[src/inc/epbc_consts.svh]
// constants for the external program bus configuration block
`ifndef EPBC_CONSTS_SVH
`define EPBC_CONSTS_SVH
`define EPBC_CFG_WAIT_BIT      7
`define EPBC_CFG_BW_BIT        6
`define EPBC_CFG_EMB_HI        5
`define EPBC_CFG_EMB_LO        4
`define EPBC_CFG_SHIFT_BIT     3
`define EPBC_CFG_MASK          8'hf8
`define EPBC_CFG_POR           8'hf8
`define EPBC_EMB_MC            2'h3
`define EPBC_EMB_A12           2'h2
`define EPBC_EMB_A16           2'h1
`define EPBC_EMB_A20           2'h0
`define EPBC_AW_NONE           5'h00
`define EPBC_AW_A12            5'h0c
`define EPBC_AW_A16            5'h10
`define EPBC_AW_A20            5'h14
`define EPBC_MC_RELEASE_BIT    7
`define EPBC_MC_WAIT_HI        5
`define EPBC_MC_WAIT_LO        4
`define EPBC_MC_MASK           8'hb0
`define EPBC_MC_RESET          8'h00
`define EPBC_REG_CFG           4'h0
`define EPBC_REG_MEMCTL        4'h1
`define EPBC_REG_STATUS        4'h2
`define EPBC_ST_BUSY           0
`define EPBC_ST_CFG_VALID      1
`define EPBC_ST_EXT_LAST       2
`define EPBC_SPACE_BYTES       22'h20_0000
`define EPBC_FLASH_BYTES_DEF   22'h01_0000
`define EPBC_SYNC_LAT          2
`define EPBC_CAP_DELAY         2'h2
`define EPBC_LINES             20
`define EPBC_AD_LINES          16
`define EPBC_DATA8_LINES       8
`define EPBC_DATA16_LINES      16
`define EPBC_NARROW_MASK       16'h0fff
`define EPBC_FULL_MASK         16'hffff
`endif

[src/inc/epbc_pkg.sv]
// types shared by the external program bus configuration block
`default_nettype none
package epbc_pkg;
  typedef enum logic [2:0] {
    EPBC_IDLE      = 3'h0,
    EPBC_ADDR      = 3'h1,
    EPBC_WAIT      = 3'h3,
    EPBC_DATA      = 3'h2,
    EPBC_DONE      = 3'h6,
    EPBC_FLASH     = 3'h4,
    EPBC_FLASH_CAP = 3'h5
  } epbc_state_e;
  typedef logic [20:0] epbc_pc_t;
endpackage
`default_nettype wire

[src/hw/epbc_addr_map.sv]
// fetch address decode, shifting and address line ownership
`timescale 1ns/100ps
`default_nettype none
`include "epbc_consts.svh"
module epbc_addr_map #(
  parameter logic [21:0] FLASH_BYTES = `EPBC_FLASH_BYTES_DEF
) (
  // fetch address
  input  wire epbc_pkg::epbc_pc_t pc,
  // latched configuration
  input  wire logic [1:0]         emb,
  input  wire logic               shift_en,
  // decisions
  output logic                    internal,
  output logic                    zero_word,
  output epbc_pkg::epbc_pc_t      bus_addr,
  output logic [`EPBC_LINES-1:0]  own_mask
);
  logic [21:0] pc_wide;
  logic [21:0] pc_shift;
  logic [4:0]  width;

  // 21-bit byte address spans the whole 2 Mbyte space
  assign pc_wide   = {1'b0, pc};
  assign pc_shift  = pc_wide - FLASH_BYTES;
  assign internal  = pc_wide < FLASH_BYTES;
  assign zero_word = ~internal & (emb == `EPBC_EMB_MC);
  assign bus_addr  = shift_en ? pc_shift[20:0] : pc;
  assign width     = (emb == `EPBC_EMB_A20) ? `EPBC_AW_A20 :
                     (emb == `EPBC_EMB_A16) ? `EPBC_AW_A16 :
                     (emb == `EPBC_EMB_A12) ? `EPBC_AW_A12 : `EPBC_AW_NONE;

  // lines above the selected width belong to general i/o
  for (genvar i = 0; i < `EPBC_LINES; i++) begin : g_own
    assign own_mask[i] = (5'(i) < width);
  end
endmodule
`default_nettype wire

[src/hw/epbc_wait_ctr.sv]
// down counter for bus wait and input sync latency
`timescale 1ns/100ps
`default_nettype none
module epbc_wait_ctr #(
  parameter int W = 4
) (
  // clock and reset
  input  wire logic         clk,
  input  wire logic         rst_n,
  // control
  input  wire logic         load,
  input  wire logic [W-1:0] load_val,
  // status
  output logic              expired
);
  logic [W-1:0] cnt_r;

  if (W < 1) begin : g_chk
    $error("epbc_wait_ctr: W must be at least 1");
  end

  always_ff @(posedge clk or negedge rst_n) begin
    if (!rst_n) begin
      cnt_r <= '0;
    end else if (load) begin
      cnt_r <= load_val;
    end else if (cnt_r != '0) begin
      cnt_r <= cnt_r - 1'b1;
    end
  end

  assign expired = ~load & (cnt_r == '0);
endmodule
`default_nettype wire

[src/hw/epbc_top.sv]
// external program bus: configuration capture, fetch routing and bus sequencing
//
// Chosen here: the register offsets and the plain strobed port.
`timescale 1ns/100ps
`default_nettype none
`include "epbc_consts.svh"
module epbc_top #(
  parameter logic [21:0] FLASH_BYTES = `EPBC_FLASH_BYTES_DEF,
  parameter int          WAIT_W      = 4
) (
  // clock and reset
  input  wire logic        CLK,
  input  wire logic        RST_N,
  // programmed configuration byte
  input  wire logic [7:0]  CFG_STRAP,
  // register port
  input  wire logic [3:0]  REG_ADDR,
  input  wire logic [7:0]  REG_WDATA,
  input  wire logic        REG_WR,
  input  wire logic        REG_RD,
  output logic      [7:0]  REG_RDATA,
  // instruction fetch port
  input  wire logic        FETCH_REQ,
  input  wire logic [20:0] FETCH_PC,
  input  wire logic [1:0]  FETCH_BYTE_EN,
  output logic             FETCH_BUSY,
  output logic             FETCH_VALID,
  output logic      [15:0] FETCH_DATA,
  // internal flash
  output logic             FLASH_RD,
  output logic      [20:0] FLASH_ADDR,
  input  wire logic [15:0] FLASH_DATA,
  // external bus pins
  input  wire logic [15:0] AD_I,
  output logic      [15:0] AD_O,
  output logic      [15:0] AD_OE_N,
  output logic      [3:0]  AH_O,
  output logic      [3:0]  AH_OE_N,
  output logic             ALE,
  output logic             OE_N,
  output logic             BYTE_ADDR_LSB,
  output logic             UPPER_BYTE_SEL_N,
  output logic             LOWER_BYTE_SEL_N,
  output logic      [19:0] LINE_IO_FREE
);
  if (FLASH_BYTES == 22'h0 || FLASH_BYTES > `EPBC_SPACE_BYTES || FLASH_BYTES[0]) begin : g_chk_flash
    $error("epbc_top: FLASH_BYTES must be even, nonzero and within the program space");
  end
  if (WAIT_W < 3) begin : g_chk_wait
    $error("epbc_top: WAIT_W too small for wait states plus sync latency");
  end

  // configuration capture
  logic [7:0]  strap_s1_r;
  logic [7:0]  strap_s2_r;
  logic [1:0]  cap_cnt_r;
  logic        cfg_valid_r;
  logic [7:0]  cfg_r;
  logic        cap_fire;
  // register file
  logic [7:0]  memctl_r;
  logic [7:0]  status_w;
  logic [7:0]  rd_mux;
  logic        wr_memctl;
  // decoded fields
  logic        wait_dis;
  logic        bw16;
  logic [1:0]  emb;
  logic        shift_en;
  logic        bus_release;
  logic        aw20;
  logic        narrow16;
  logic [1:0]  wait_states;
  // fetch sequencing
  epbc_pkg::epbc_state_e state_r;
  epbc_pkg::epbc_state_e state_nxt;
  logic        accept;
  logic        map_internal;
  logic        map_zero;
  epbc_pkg::epbc_pc_t map_addr;
  logic [`EPBC_LINES-1:0] own_mask;
  epbc_pkg::epbc_pc_t baddr_r;
  logic [1:0]  be_r;
  logic        byte_r;
  logic        ext_last_r;
  logic [15:0] data_r;
  logic        ctr_load;
  logic        ctr_expired;
  logic [WAIT_W-1:0] ctr_val;
  // external data input synchroniser
  logic [15:0] ad_s1_r;
  logic [15:0] ad_s2_r;
  logic [15:0] ext_word;
  logic [15:0] lane_mask;
  // pin drive
  logic        addr_phase;
  logic        data_phase;
  logic        access_nxt;
  logic [`EPBC_LINES-1:0] addr_only;
  logic [`EPBC_LINES-1:0] drive_nxt;
  logic [`EPBC_LINES-1:0] line_oe_n_r;
  logic [`EPBC_LINES-1:0] io_free_r;
  logic        busy_r;
  logic        valid_r;
  logic        flash_rd_r;
  logic        ale_r;
  logic        oe_n_r;
  logic        ba0_r;
  logic        ub_n_r;
  logic        lb_n_r;
  logic [7:0]  rdata_r;

  // strap passes two flops, then is caught once after release
  always_ff @(posedge CLK or negedge RST_N) begin
    if (!RST_N) begin
      strap_s1_r <= `EPBC_CFG_POR;
      strap_s2_r <= `EPBC_CFG_POR;
    end else begin
      strap_s1_r <= CFG_STRAP;
      strap_s2_r <= strap_s1_r;
    end
  end

  assign cap_fire = ~cfg_valid_r & (cap_cnt_r == `EPBC_CAP_DELAY);

  always_ff @(posedge CLK or negedge RST_N) begin
    if (!RST_N) begin
      cap_cnt_r   <= 2'h0;
      cfg_valid_r <= 1'b0;
      cfg_r       <= `EPBC_CFG_POR;
    end else if (cap_fire) begin
      cfg_valid_r <= 1'b1;
      cfg_r       <= strap_s2_r & `EPBC_CFG_MASK;
    end else if (~cfg_valid_r) begin
      cap_cnt_r   <= cap_cnt_r + 2'h1;
    end
  end

  assign wait_dis    = cfg_r[`EPBC_CFG_WAIT_BIT];
  assign bw16        = cfg_r[`EPBC_CFG_BW_BIT];
  assign emb         = cfg_r[`EPBC_CFG_EMB_HI:`EPBC_CFG_EMB_LO];
  assign shift_en    = cfg_r[`EPBC_CFG_SHIFT_BIT];
  assign aw20        = (emb == `EPBC_EMB_A20);
  assign narrow16    = bw16 & (emb == `EPBC_EMB_A12);
  assign bus_release = memctl_r[`EPBC_MC_RELEASE_BIT];
  assign wait_states = wait_dis ? 2'h0 : memctl_r[`EPBC_MC_WAIT_HI:`EPBC_MC_WAIT_LO];

  // configuration register has no write path; only memory control is writable
  assign wr_memctl = REG_WR & (REG_ADDR == `EPBC_REG_MEMCTL);

  always_ff @(posedge CLK or negedge RST_N) begin
    if (!RST_N) begin
      memctl_r <= `EPBC_MC_RESET;
    end else if (wr_memctl) begin
      memctl_r <= REG_WDATA & `EPBC_MC_MASK;
    end
  end

  always_comb begin
    status_w = 8'h00;
    status_w[`EPBC_ST_BUSY]      = busy_r;
    status_w[`EPBC_ST_CFG_VALID] = cfg_valid_r;
    status_w[`EPBC_ST_EXT_LAST]  = ext_last_r;
  end

  assign rd_mux = (REG_ADDR == `EPBC_REG_CFG)    ? cfg_r :
                  (REG_ADDR == `EPBC_REG_MEMCTL) ? memctl_r :
                  (REG_ADDR == `EPBC_REG_STATUS) ? status_w : 8'h00;

  always_ff @(posedge CLK or negedge RST_N) begin
    if (!RST_N) begin
      rdata_r <= 8'h00;
    end else begin
      rdata_r <= REG_RD ? rd_mux : 8'h00;
    end
  end

  epbc_addr_map #(
    .FLASH_BYTES (FLASH_BYTES)
  ) u_map (
    .pc        (FETCH_PC),
    .emb       (emb),
    .shift_en  (shift_en),
    .internal  (map_internal),
    .zero_word (map_zero),
    .bus_addr  (map_addr),
    .own_mask  (own_mask)
  );

  assign accept   = FETCH_REQ & cfg_valid_r & (state_r == epbc_pkg::EPBC_IDLE);
  assign ctr_load = (state_r == epbc_pkg::EPBC_ADDR);
  assign ctr_val  = WAIT_W'(wait_states) + WAIT_W'(`EPBC_SYNC_LAT);

  epbc_wait_ctr #(
    .W (WAIT_W)
  ) u_wait (
    .clk      (CLK),
    .rst_n    (RST_N),
    .load     (ctr_load),
    .load_val (ctr_val),
    .expired  (ctr_expired)
  );

  always_comb begin
    state_nxt = state_r;
    case (state_r)
      epbc_pkg::EPBC_IDLE: begin
        if (accept) begin
          if (map_zero) begin
            state_nxt = epbc_pkg::EPBC_DONE;
          end else if (map_internal) begin
            state_nxt = epbc_pkg::EPBC_FLASH;
          end else begin
            state_nxt = epbc_pkg::EPBC_ADDR;
          end
        end
      end
      epbc_pkg::EPBC_FLASH:     state_nxt = epbc_pkg::EPBC_FLASH_CAP;
      epbc_pkg::EPBC_FLASH_CAP: state_nxt = epbc_pkg::EPBC_DONE;
      epbc_pkg::EPBC_ADDR:      state_nxt = epbc_pkg::EPBC_WAIT;
      epbc_pkg::EPBC_WAIT: begin
        if (ctr_expired) begin
          state_nxt = epbc_pkg::EPBC_DATA;
        end
      end
      epbc_pkg::EPBC_DATA: begin
        // 8-bit bus fetches the word as two bytes
        if (~bw16 & ~byte_r) begin
          state_nxt = epbc_pkg::EPBC_ADDR;
        end else begin
          state_nxt = epbc_pkg::EPBC_DONE;
        end
      end
      epbc_pkg::EPBC_DONE:      state_nxt = epbc_pkg::EPBC_IDLE;
      default:                  state_nxt = epbc_pkg::EPBC_IDLE;
    endcase
  end

  always_ff @(posedge CLK or negedge RST_N) begin
    if (!RST_N) begin
      state_r <= epbc_pkg::EPBC_IDLE;
    end else begin
      state_r <= state_nxt;
    end
  end

  always_ff @(posedge CLK or negedge RST_N) begin
    if (!RST_N) begin
      baddr_r    <= '0;
      be_r       <= 2'h0;
      ext_last_r <= 1'b0;
    end else if (accept) begin
      baddr_r    <= map_internal ? FETCH_PC : map_addr;
      be_r       <= FETCH_BYTE_EN;
      ext_last_r <= ~map_internal & ~map_zero;
    end
  end

  always_ff @(posedge CLK or negedge RST_N) begin
    if (!RST_N) begin
      byte_r <= 1'b0;
    end else if (accept) begin
      byte_r <= 1'b0;
    end else if (state_r == epbc_pkg::EPBC_DATA) begin
      byte_r <= 1'b1;
    end
  end

  always_ff @(posedge CLK or negedge RST_N) begin
    if (!RST_N) begin
      ad_s1_r <= 16'h0000;
      ad_s2_r <= 16'h0000;
    end else begin
      ad_s1_r <= AD_I;
      ad_s2_r <= ad_s1_r;
    end
  end

  assign lane_mask = {{8{be_r[1]}}, {8{be_r[0]}}};
  assign ext_word  = ad_s2_r & lane_mask & (narrow16 ? `EPBC_NARROW_MASK : `EPBC_FULL_MASK);

  always_ff @(posedge CLK or negedge RST_N) begin
    if (!RST_N) begin
      data_r <= 16'h0000;
    end else if (accept) begin
      data_r <= 16'h0000;
    end else if (state_r == epbc_pkg::EPBC_FLASH_CAP) begin
      data_r <= FLASH_DATA;
    end else if (state_r == epbc_pkg::EPBC_DATA && bw16) begin
      data_r <= ext_word;
    end else if (state_r == epbc_pkg::EPBC_DATA && !byte_r) begin
      data_r[7:0] <= ad_s2_r[7:0];
    end else if (state_r == epbc_pkg::EPBC_DATA) begin
      data_r[15:8] <= ad_s2_r[7:0];
    end
  end

  // pins carry address in the address phase and turn round for data
  assign addr_phase = (state_nxt == epbc_pkg::EPBC_ADDR);
  assign data_phase = (state_nxt == epbc_pkg::EPBC_WAIT) | (state_nxt == epbc_pkg::EPBC_DATA);
  assign access_nxt = addr_phase | data_phase;

  for (genvar i = 0; i < `EPBC_LINES; i++) begin : g_line
    assign addr_only[i] = bw16 ? (i >= `EPBC_DATA16_LINES) : (i >= `EPBC_DATA8_LINES);
    // owned data lines multiplex address then data, owned lines above the bus width hold the address; freed lines never drive
    assign drive_nxt[i] = own_mask[i] &
                          (addr_phase | (data_phase & addr_only[i]) | (~access_nxt & ~bus_release));
  end

  always_ff @(posedge CLK or negedge RST_N) begin
    if (!RST_N) begin
      line_oe_n_r <= '1;
      io_free_r   <= '1;
      busy_r      <= 1'b1;
      valid_r     <= 1'b0;
      flash_rd_r  <= 1'b0;
      ale_r       <= 1'b0;
      oe_n_r      <= 1'b1;
    end else begin
      line_oe_n_r <= ~drive_nxt;
      io_free_r   <= ~own_mask;
      busy_r      <= (state_nxt != epbc_pkg::EPBC_IDLE) | ~(cfg_valid_r | cap_fire);
      valid_r     <= (state_nxt == epbc_pkg::EPBC_DONE);
      flash_rd_r  <= (state_nxt == epbc_pkg::EPBC_FLASH);
      ale_r       <= addr_phase;
      oe_n_r      <= ~data_phase;
    end
  end

  always_ff @(posedge CLK or negedge RST_N) begin
    if (!RST_N) begin
      ba0_r  <= 1'b0;
      ub_n_r <= 1'b1;
      lb_n_r <= 1'b1;
    end else begin
      ba0_r  <= access_nxt & (bw16 ? (aw20 & (accept ? map_addr[0] : baddr_r[0])) :
                                     ((byte_r & ~accept) | (state_r == epbc_pkg::EPBC_DATA)));
      ub_n_r <= ~(access_nxt & bw16 & (accept ? FETCH_BYTE_EN[1] : be_r[1]));
      lb_n_r <= ~(access_nxt & bw16 & (accept ? FETCH_BYTE_EN[0] : be_r[0]));
    end
  end

  assign REG_RDATA        = rdata_r;
  assign FETCH_BUSY       = busy_r;
  assign FETCH_VALID      = valid_r;
  assign FETCH_DATA       = data_r;
  assign FLASH_RD         = flash_rd_r;
  assign FLASH_ADDR       = baddr_r;
  assign AD_O             = baddr_r[`EPBC_AD_LINES:1];
  assign AH_O             = baddr_r[`EPBC_LINES:`EPBC_AD_LINES+1];
  assign AD_OE_N          = line_oe_n_r[`EPBC_AD_LINES-1:0];
  assign AH_OE_N          = line_oe_n_r[`EPBC_LINES-1:`EPBC_AD_LINES];
  assign ALE              = ale_r;
  assign OE_N             = oe_n_r;
  assign BYTE_ADDR_LSB    = ba0_r;
  assign UPPER_BYTE_SEL_N = ub_n_r;
  assign LOWER_BYTE_SEL_N = lb_n_r;
  assign LINE_IO_FREE     = io_free_r;
endmodule
`default_nettype wire

[config.mk]
export PLATFORM = sky130hd
export DESIGN_NAME = epbc_top
export DESIGN_NICKNAME = d
export VERILOG_FILES = /design/src/inc/epbc_pkg.sv /design/src/hw/epbc_addr_map.sv /design/src/hw/epbc_wait_ctr.sv /design/src/hw/epbc_top.sv
export VERILOG_INCLUDE_DIRS = /design/src /design/src/inc
export SDC_FILE = /design/constraint.sdc
export NUM_CORES = 1
export LEC_CHECK = 0
export BUFFER_PORTS_ARGS = -buffer_cell sky130_fd_sc_hd__buf_4
export CAP_MARGIN = 10
export CORE_MARGIN = 1
export CORE_UTILIZATION = 40
export DETAILED_ROUTE_END_ITERATION = 16
export GPL_ROUTABILITY_DRIVEN = 0
export HOLD_SLACK_MARGIN = 0.15
export PLACE_DENSITY = 0.69
export SYNTH_ARGS = -nofsm -noshare
export SYNTH_HDL_FRONTEND = slang
export SYNTH_SLANG_ARGS = --single-unit
export TNS_END_PERCENT = 30
[constraint.sdc]
create_clock -name CLK -period 5.2 [get_ports CLK]
set_input_delay 0.52 -clock CLK [delete_from_list [all_inputs] [get_ports CLK]]
set_output_delay 0.52 -clock CLK [all_outputs]
set_load 0.01 [all_outputs]
==> impl_metrics.csv, run 1 <==
group,metric,value,unit
status,status,"finished clean",
worst_setup_path,worstPathArrival,2.70,ns
floorplanning,die-area,0.0130,mm2
worst_setup_path,cp_max_fo,24,
final_layout,regArea,0.00314,mm2
detailed_routing,drc,0,
timing,clock_skew,0.00711,ns
floorplanning,core,0.0121,mm2
timing,fin_setup_tns,0,ns
timing,rsz0062_at_grt,"no",
clocking,cts_root_buf,"clkbuf_16",
worst_setup_path,critPathKind,"flip-flop to flip-flop",
clocking,cts_resized,0,
timing,hold_viol_final,0,
clocking,clk_latency,0.40,ns
timing,hold_slack,0.159,ns
final_layout,drive_gt1_share,43.4,%
synth,syn_area_per_cell,11.3,um2
power,p_leak,3.35,nW
timing,worstMarginPinSlew,0.940,ns
global_routing,antenna_found_initial,0,
final_layout,fin_nets,668,
synth,yosysTopAreaCellShare,48.8,%
floorplanning,die_w,114,um
placed_design,dp.cells,732,
timing,fin_crit_sh,45.8,%
synth,ys_seq_area_share,62.3,%
final_layout,fin_cells,765,
worst_setup_path,r2r_cells,6,
final_layout,area_growth,35.5,%
power,power,3.94,mW
detailed_routing,drt-total-wl,11000,um
power,p_per_area,579,mW/mm2
worst_setup_path,crit_required,5.51,ns
synth,synth_top_area_cell,"dfrtp_1",
final_layout,multi_input_area,0.00137,mm2
worst_setup_path,timing.rr.start,"state_r[2]",
synth,synth_flop_cell,"dfrtp_1",
detailed_routing,vias_per_cell,4.70,
worst_setup_path,startpoint_type,"flip-flop",
worst_setup_path,cp-end-kind,"flip-flop",
global_routing,grt_pass1_wl,17000,um
power,peakVddDrop,0.236,mV
detailed_routing,wl_met2,5660,um
clocking,htreeDepth,4,
synth,synthDistinctLibCells,48,
detailed_routing,wl_per_cell,14.4,um
clocking,ctsHoldBuffers,0,
timing,setup_viol,0,
clocking,path_clk_slew,0.06,ns
final_layout,fin_util,56.3,%
synth,synthArstFlopShare,100,%
run,cap_violations,0,
detailed_routing,highest_layer,"met4",
floorplanning,io_pins,193,
synth,synth-seq-cells,124,
placed_design,dp_hpwl,8130,um
synth,synth_nets,530,
synth,synth_cells,446,
detailed_routing,wl_met1,4510,um
floorplanning,initial_utilization,41.5,%
synth,synth-warning-count,0,
timing,maxSlewViolCount,0,
detailed_routing,ant_nets,0,
global_routing,grt_max_degree,66,
timing,period_needed,2.38,ns
worst_hold_path,hold_path.class,"input pin to async pin",
global_routing,grt-ovfl-total,0,
synth,synthTopCellsByArea,"dfrtp_1, dfstp_2, buf_4",
detailed_routing,first_pass_iters,5,
placed_design,io_buffers,184,
clocking,cts_tree,"done",
final_layout,n_antenna_cell,0,
synth,synth_most_common_cell,"dfrtp_1",
final_layout,nFillCells,1006,
timing,slew_headroom,37.1,%
clocking,cts_max_path_buffers,2,
clocking,numCtsBuffers,17,
synth,synth_area,0.00503,mm2
floorplanning,fp.dieH,114,um
clocking,cts.sinks,124,
synth,yosys-top-cells-count,"dfrtp_1, nand2_1, buf_4",
detailed_routing,drtIter0Drc,194,
synth,synth-edff-count,0,
global_routing,grt_usage,17.4,%
timing,fmax,0.420,GHz
clocking,cts_setup_buffers,0,
detailed_routing,via_count,3595,
floorplanning,rows,40,
worst_setup_path,r2r_slack,2.82,ns
global_routing,grt_pass1_vias,3466,
detailed_routing,wl_met3,748,um
worst_setup_path,worst_r2r_endpoint,"line_oe_n_r[18]",
[cells in the final DEF, fill, tap and decap left out, types with 6 or more instances in the layout]
cell and n:
o21ai_0 20, nand2_1 83, clkbuf_16 17, nor2_1 21
a21oi_1 17, and2_1 6, buf_4 188, nand3_1 12
inv_1 14, a22oi_1 8, dfrtp_1 98, dfstp_2 26
[where the power goes]
| group | leakage (nW) | internal [mW] | switching, mW | total [mW] |
|---|---|---|---|---|
| Sequential | 1.48 | 1.22 | 0.204 | 1.43 |
| Clock | 0.301 | 0.810 | 0.439 | 1.25 |
| Combinational | 1.57 | 0.628 | 0.641 | 1.27 |
[layout make-up]
type | instances | share of cell area [%]
tap | 168 | 3.08
inverter | 14 | 0.771
clock buffer | 17 | 6.24
timing repair buffer | 188 | 20.7
multi-input combinational | 239 | 20.1
clock inverter | 15 | 3.07
sequential | 124 | 46.0
[logic make-up after synthesis]
kind of cell,synth area share (%)
multiplexers,2.21
buffers and inverters,10.4
adder cells (fa/ha/maj),0.995
XOR/XNOR,1.22
AO/OA/AOI/OAI,8.91
flip-flops,62.3
AND/OR/NAND/NOR,13.9
[routing by layer]
| layer | track usage [%] | up-vias |
|---|---|---|
| li1 | - | 1719 |
| met3 | 4.87 | 8 |
| met2 | 29.1 | 154 |
| met5 | 0 | - |
| met4 | 5.54 | 0 |
| met1 | 21.9 | 1714 |
[per-stage QoR]
stage	instance area (um2)	setup WS, ns
6_report	6810	2.82
3_3_place_gp	6170	2.86
2_1_floorplan	5030	3.47
3_5_place_dp	6170	2.82
5_1_grt	6810	2.61
4_1_cts	6810	2.80
[flip-flops by register name, summed over array words and instances (netlist names), 2 cells and up]
register      flops
strap_s2_r        5
line_oe_n_r       4
be_r              2
u_wait.cnt_r      4
state_r           3
REG_RDATA         8
strap_s1_r        5
cfg_r             5
ad_s2_r          16
FLASH_ADDR       21
LINE_IO_FREE      3
cap_cnt_r         2
memctl_r          3
FETCH_DATA       16
ad_s1_r          16
[critical path, stage by stage, from the launching register on]
cell       delay [ns]
dfrtp_1          0.57
nand4bb_4        0.27
or2_1            0.39
buf_4            0.36
a21oi_1          0.14
a211oi_2         0.40
o21ai_0          0.16
[how the worst max path moves through the flow]
stage,start,endpoint,slack [ns],cells after the start
finish,state_r[2],line_oe_n_r[18],2.82,6
global route,state_r[2],line_oe_n_r[18],2.61,6
CTS,state_r[2],BYTE_ADDR_LSB,2.80,6
detailed placement,state_r[2],BYTE_ADDR_LSB,2.82,6
global placement,state_r[2],BYTE_ADDR_LSB,2.86,6
floorplan,FETCH_REQ,BYTE_ADDR_LSB,3.47,6
Note: power is estimated with default switching activity, not from simulation.
==> run 2, diff against run 1 <==
- clock period: 5.2 -> 2.33 ns (I/O delays scaled with it)
==> impl_metrics.csv, run 2 (same netlist as run 1, synthesis figures left out) <==
group,metric,value,unit
detailed_routing,ant_nets,0,
clocking,numCtsBuffers,17,
detailed_routing,via_count,3928,
clocking,cts.sinks,124,
placed_design,post-place-ws,0.175,ns
clocking,cts_max_path_buffers,2,
worst_setup_path,crit_start,"state_r[1]",
clocking,path_clk_slew,0.06,ns
clocking,cts_setup_buffers,0,
worst_setup_path,cp_top_family,"simple AND/OR/NAND/NOR gates",
worst_setup_path,r2r_slack,0.36,ns
worst_hold_path,hold_path.class,"input pin to flip-flop",
worst_setup_path,slowest_delay,0.64,ns
run,cap_violations,0,
final_layout,nFillCells,971,
clocking,htreeDepth,4,
worst_setup_path,cp-end-kind,"flip-flop",
timing,worst_slack,0.360,ns
status,status,"finished clean",
final_layout,n_antenna_cell,0,
worst_setup_path,timing.rr.start,"state_r[1]",
global_routing,antenna_found_initial,0,
detailed_routing,first_pass_iters,4,
global_routing,grt_pass1_wl,19500,um
global_routing,grt_max_degree,61,
detailed_routing,drtIter0Drc,257,
floorplanning,die_w,114,um
worst_setup_path,critPathCapture,"FETCH_DATA[15]",
power,comb_power_share,33.5,%
clocking,cts_tree,"done",
worst_setup_path,r2r_cells,5,
power,internal_power,6.07,mW
worst_setup_path,crit_chain,"nor3b_1 -> o21ai_0 -> and2_1 -> nand3_1 -> nand2_1",
clocking,cts_root_buf,"clkbuf_16",
timing,hold_viol_final,0,
timing,maxSlewViolCount,0,
placed_design,dp_hpwl,8240,um
power,p_per_area,1210,mW/mm2
timing,clock_skew,0.00866,ns
power,power_switching,2.98,mW
timing,worstMarginPinSlew,0.700,ns
floorplanning,initial_utilization,41.5,%
timing,fmax,0.508,GHz
global_routing,grt_usage,19.7,%
power,power_frac_seq,34.8,%
detailed_routing,vias_per_cell,4.74,
detailed_routing,drc,0,
final_layout,final_common_cell,"buf_4",
worst_setup_path,cp_slowest_cell,"dfrtp_1",
worst_setup_path,crit_cells,5,
power,p_leak,3.64,nW
power,clockPowerShare,31.7,%
worst_setup_path,cp_max_fo,16,
placed_design,io_buffers,184,
floorplanning,fp.dieH,114,um
worst_setup_path,cp_num_buf_inv,0,
power,sw_frac_of_total,32.9,%
final_layout,fin_util,61.7,%
timing,slew_headroom,53.4,%
timing,fin_crit_sh,84.5,%
global_routing,grt-ovfl-total,0,
timing,setup_viol,0,
floorplanning,core,0.0121,mm2
worst_setup_path,worst_r2r_endpoint,"FETCH_DATA[15]",
floorplanning,rows,40,
worst_setup_path,startpoint_type,"flip-flop",
timing,rsz0062_at_grt,"no",
floorplanning,io_pins,193,
timing,fin_setup_tns,0,ns
worst_setup_path,crit_required,2.61,ns
floorplanning,die-area,0.0130,mm2
power,peakVddDrop,0.611,mV
final_layout,largest_reg_flops,21,
worst_setup_path,critPathKind,"flip-flop to flip-flop",
detailed_routing,drt-total-wl,12200,um
detailed_routing,wl_per_cell,14.7,um
global_routing,grt_pass1_vias,4032,
clocking,clk_latency,0.41,ns
worst_setup_path,worstPathArrival,2.25,ns
final_layout,drive_gt1_share,40.1,%
final_layout,area_growth,48.6,%
final_layout,final_cell_mix,"buf_4, dfrtp_1, nand2_1, dlygate4sd3_1, dfstp_2",
timing,period_needed,1.97,ns
final_layout,fin_nets,732,
==> run 2: cell types whose count changed in the layout (fill, tap and decap cells not counted), sizes merged <==
cell         previous run  this run
inv                    19        22
clkinvlp                3         2
dlygate4sd3             0        59
buf                   188       193
clkinv                  3         1
==> run 2: worst min path at each step <==
stage	start	end	slack (ns)	cells after the start
after global routing	FETCH_PC[18]	FLASH_ADDR[18]	0.20	3
after detailed placement	RST_N	FLASH_RD	0.26	1
after CTS	FLASH_DATA[1]	FETCH_DATA[1]	0.15	3
after floorplan	RST_N	ALE	-0.06	0
after global placement	RST_N	FLASH_RD	0.26	1
final	FLASH_DATA[1]	FETCH_DATA[1]	0.18	3
==> run 2: per-stage QoR <==
step	hold WS (ns)	total power [mW]	instances	cell area, um2
after floorplan	-0.0626	4.96	446	5030
after global placement	0.255	6.02	738	6230
after detailed placement	0.262	6.12	738	6230
after CTS	0.154	9.11	829	7470
after global routing	0.200	9.58	829	7470
final	0.185	9.05	829	7470
==> run 2: final cells by class <==
cell class | count | area (um2) | share of cell area, %
Multi-Input combinational cell | 239 | 1370 | 18.4
Tap cell | 168 | 210 | 2.81
Clock buffer | 17 | 425 | 5.69
Inverter | 14 | 52.6 | 0.703
Clock inverter | 15 | 224 | 3.00
Sequential cell | 124 | 3140 | 42.0
Timing Repair Buffer | 252 | 2050 | 27.5
==> run 2: routing by layer <==
layer / routed length, um / track usage, % / vias up
li1: - / - / 1846
met1: 4950 / 23.0 / 1896
met2: 6430 / 34.8 / 170
met3: 656 / 5.29 / 16
met4: 176 / 7.01 / 0
met5: 0 / 0 / -
==> run 2: repair_timing <==
item | in CTS | in global routing
setup endpoints to repair | 0 | 4
hold buffers | 59 | 0
gates resized for setup | 0 | 1
endpoints found under the hold margin | 83 | 0
==> run 2: worst register-to-register path, delay by kind of cell (launching register included) <==
kind | cells | cell delay (ns)
AND/OR/NAND/NOR | 4 | 0.88
flip-flops | 1 | 0.64
AO/OA/AOI/OAI | 1 | 0.33
==> run 2: power groups by stage <==
stage / registers [mW] / logic [mW] / clock network [mW]
2_1_floorplan: 3.23 / 1.73 / 0
3_3_place_gp: 3.15 / 2.88 / 0
3_5_place_dp: 3.17 / 2.95 / 0
4_1_cts: 3.15 / 3.04 / 2.92
5_1_grt: 3.22 / 3.33 / 3.03
6_report: 3.15 / 3.03 / 2.87
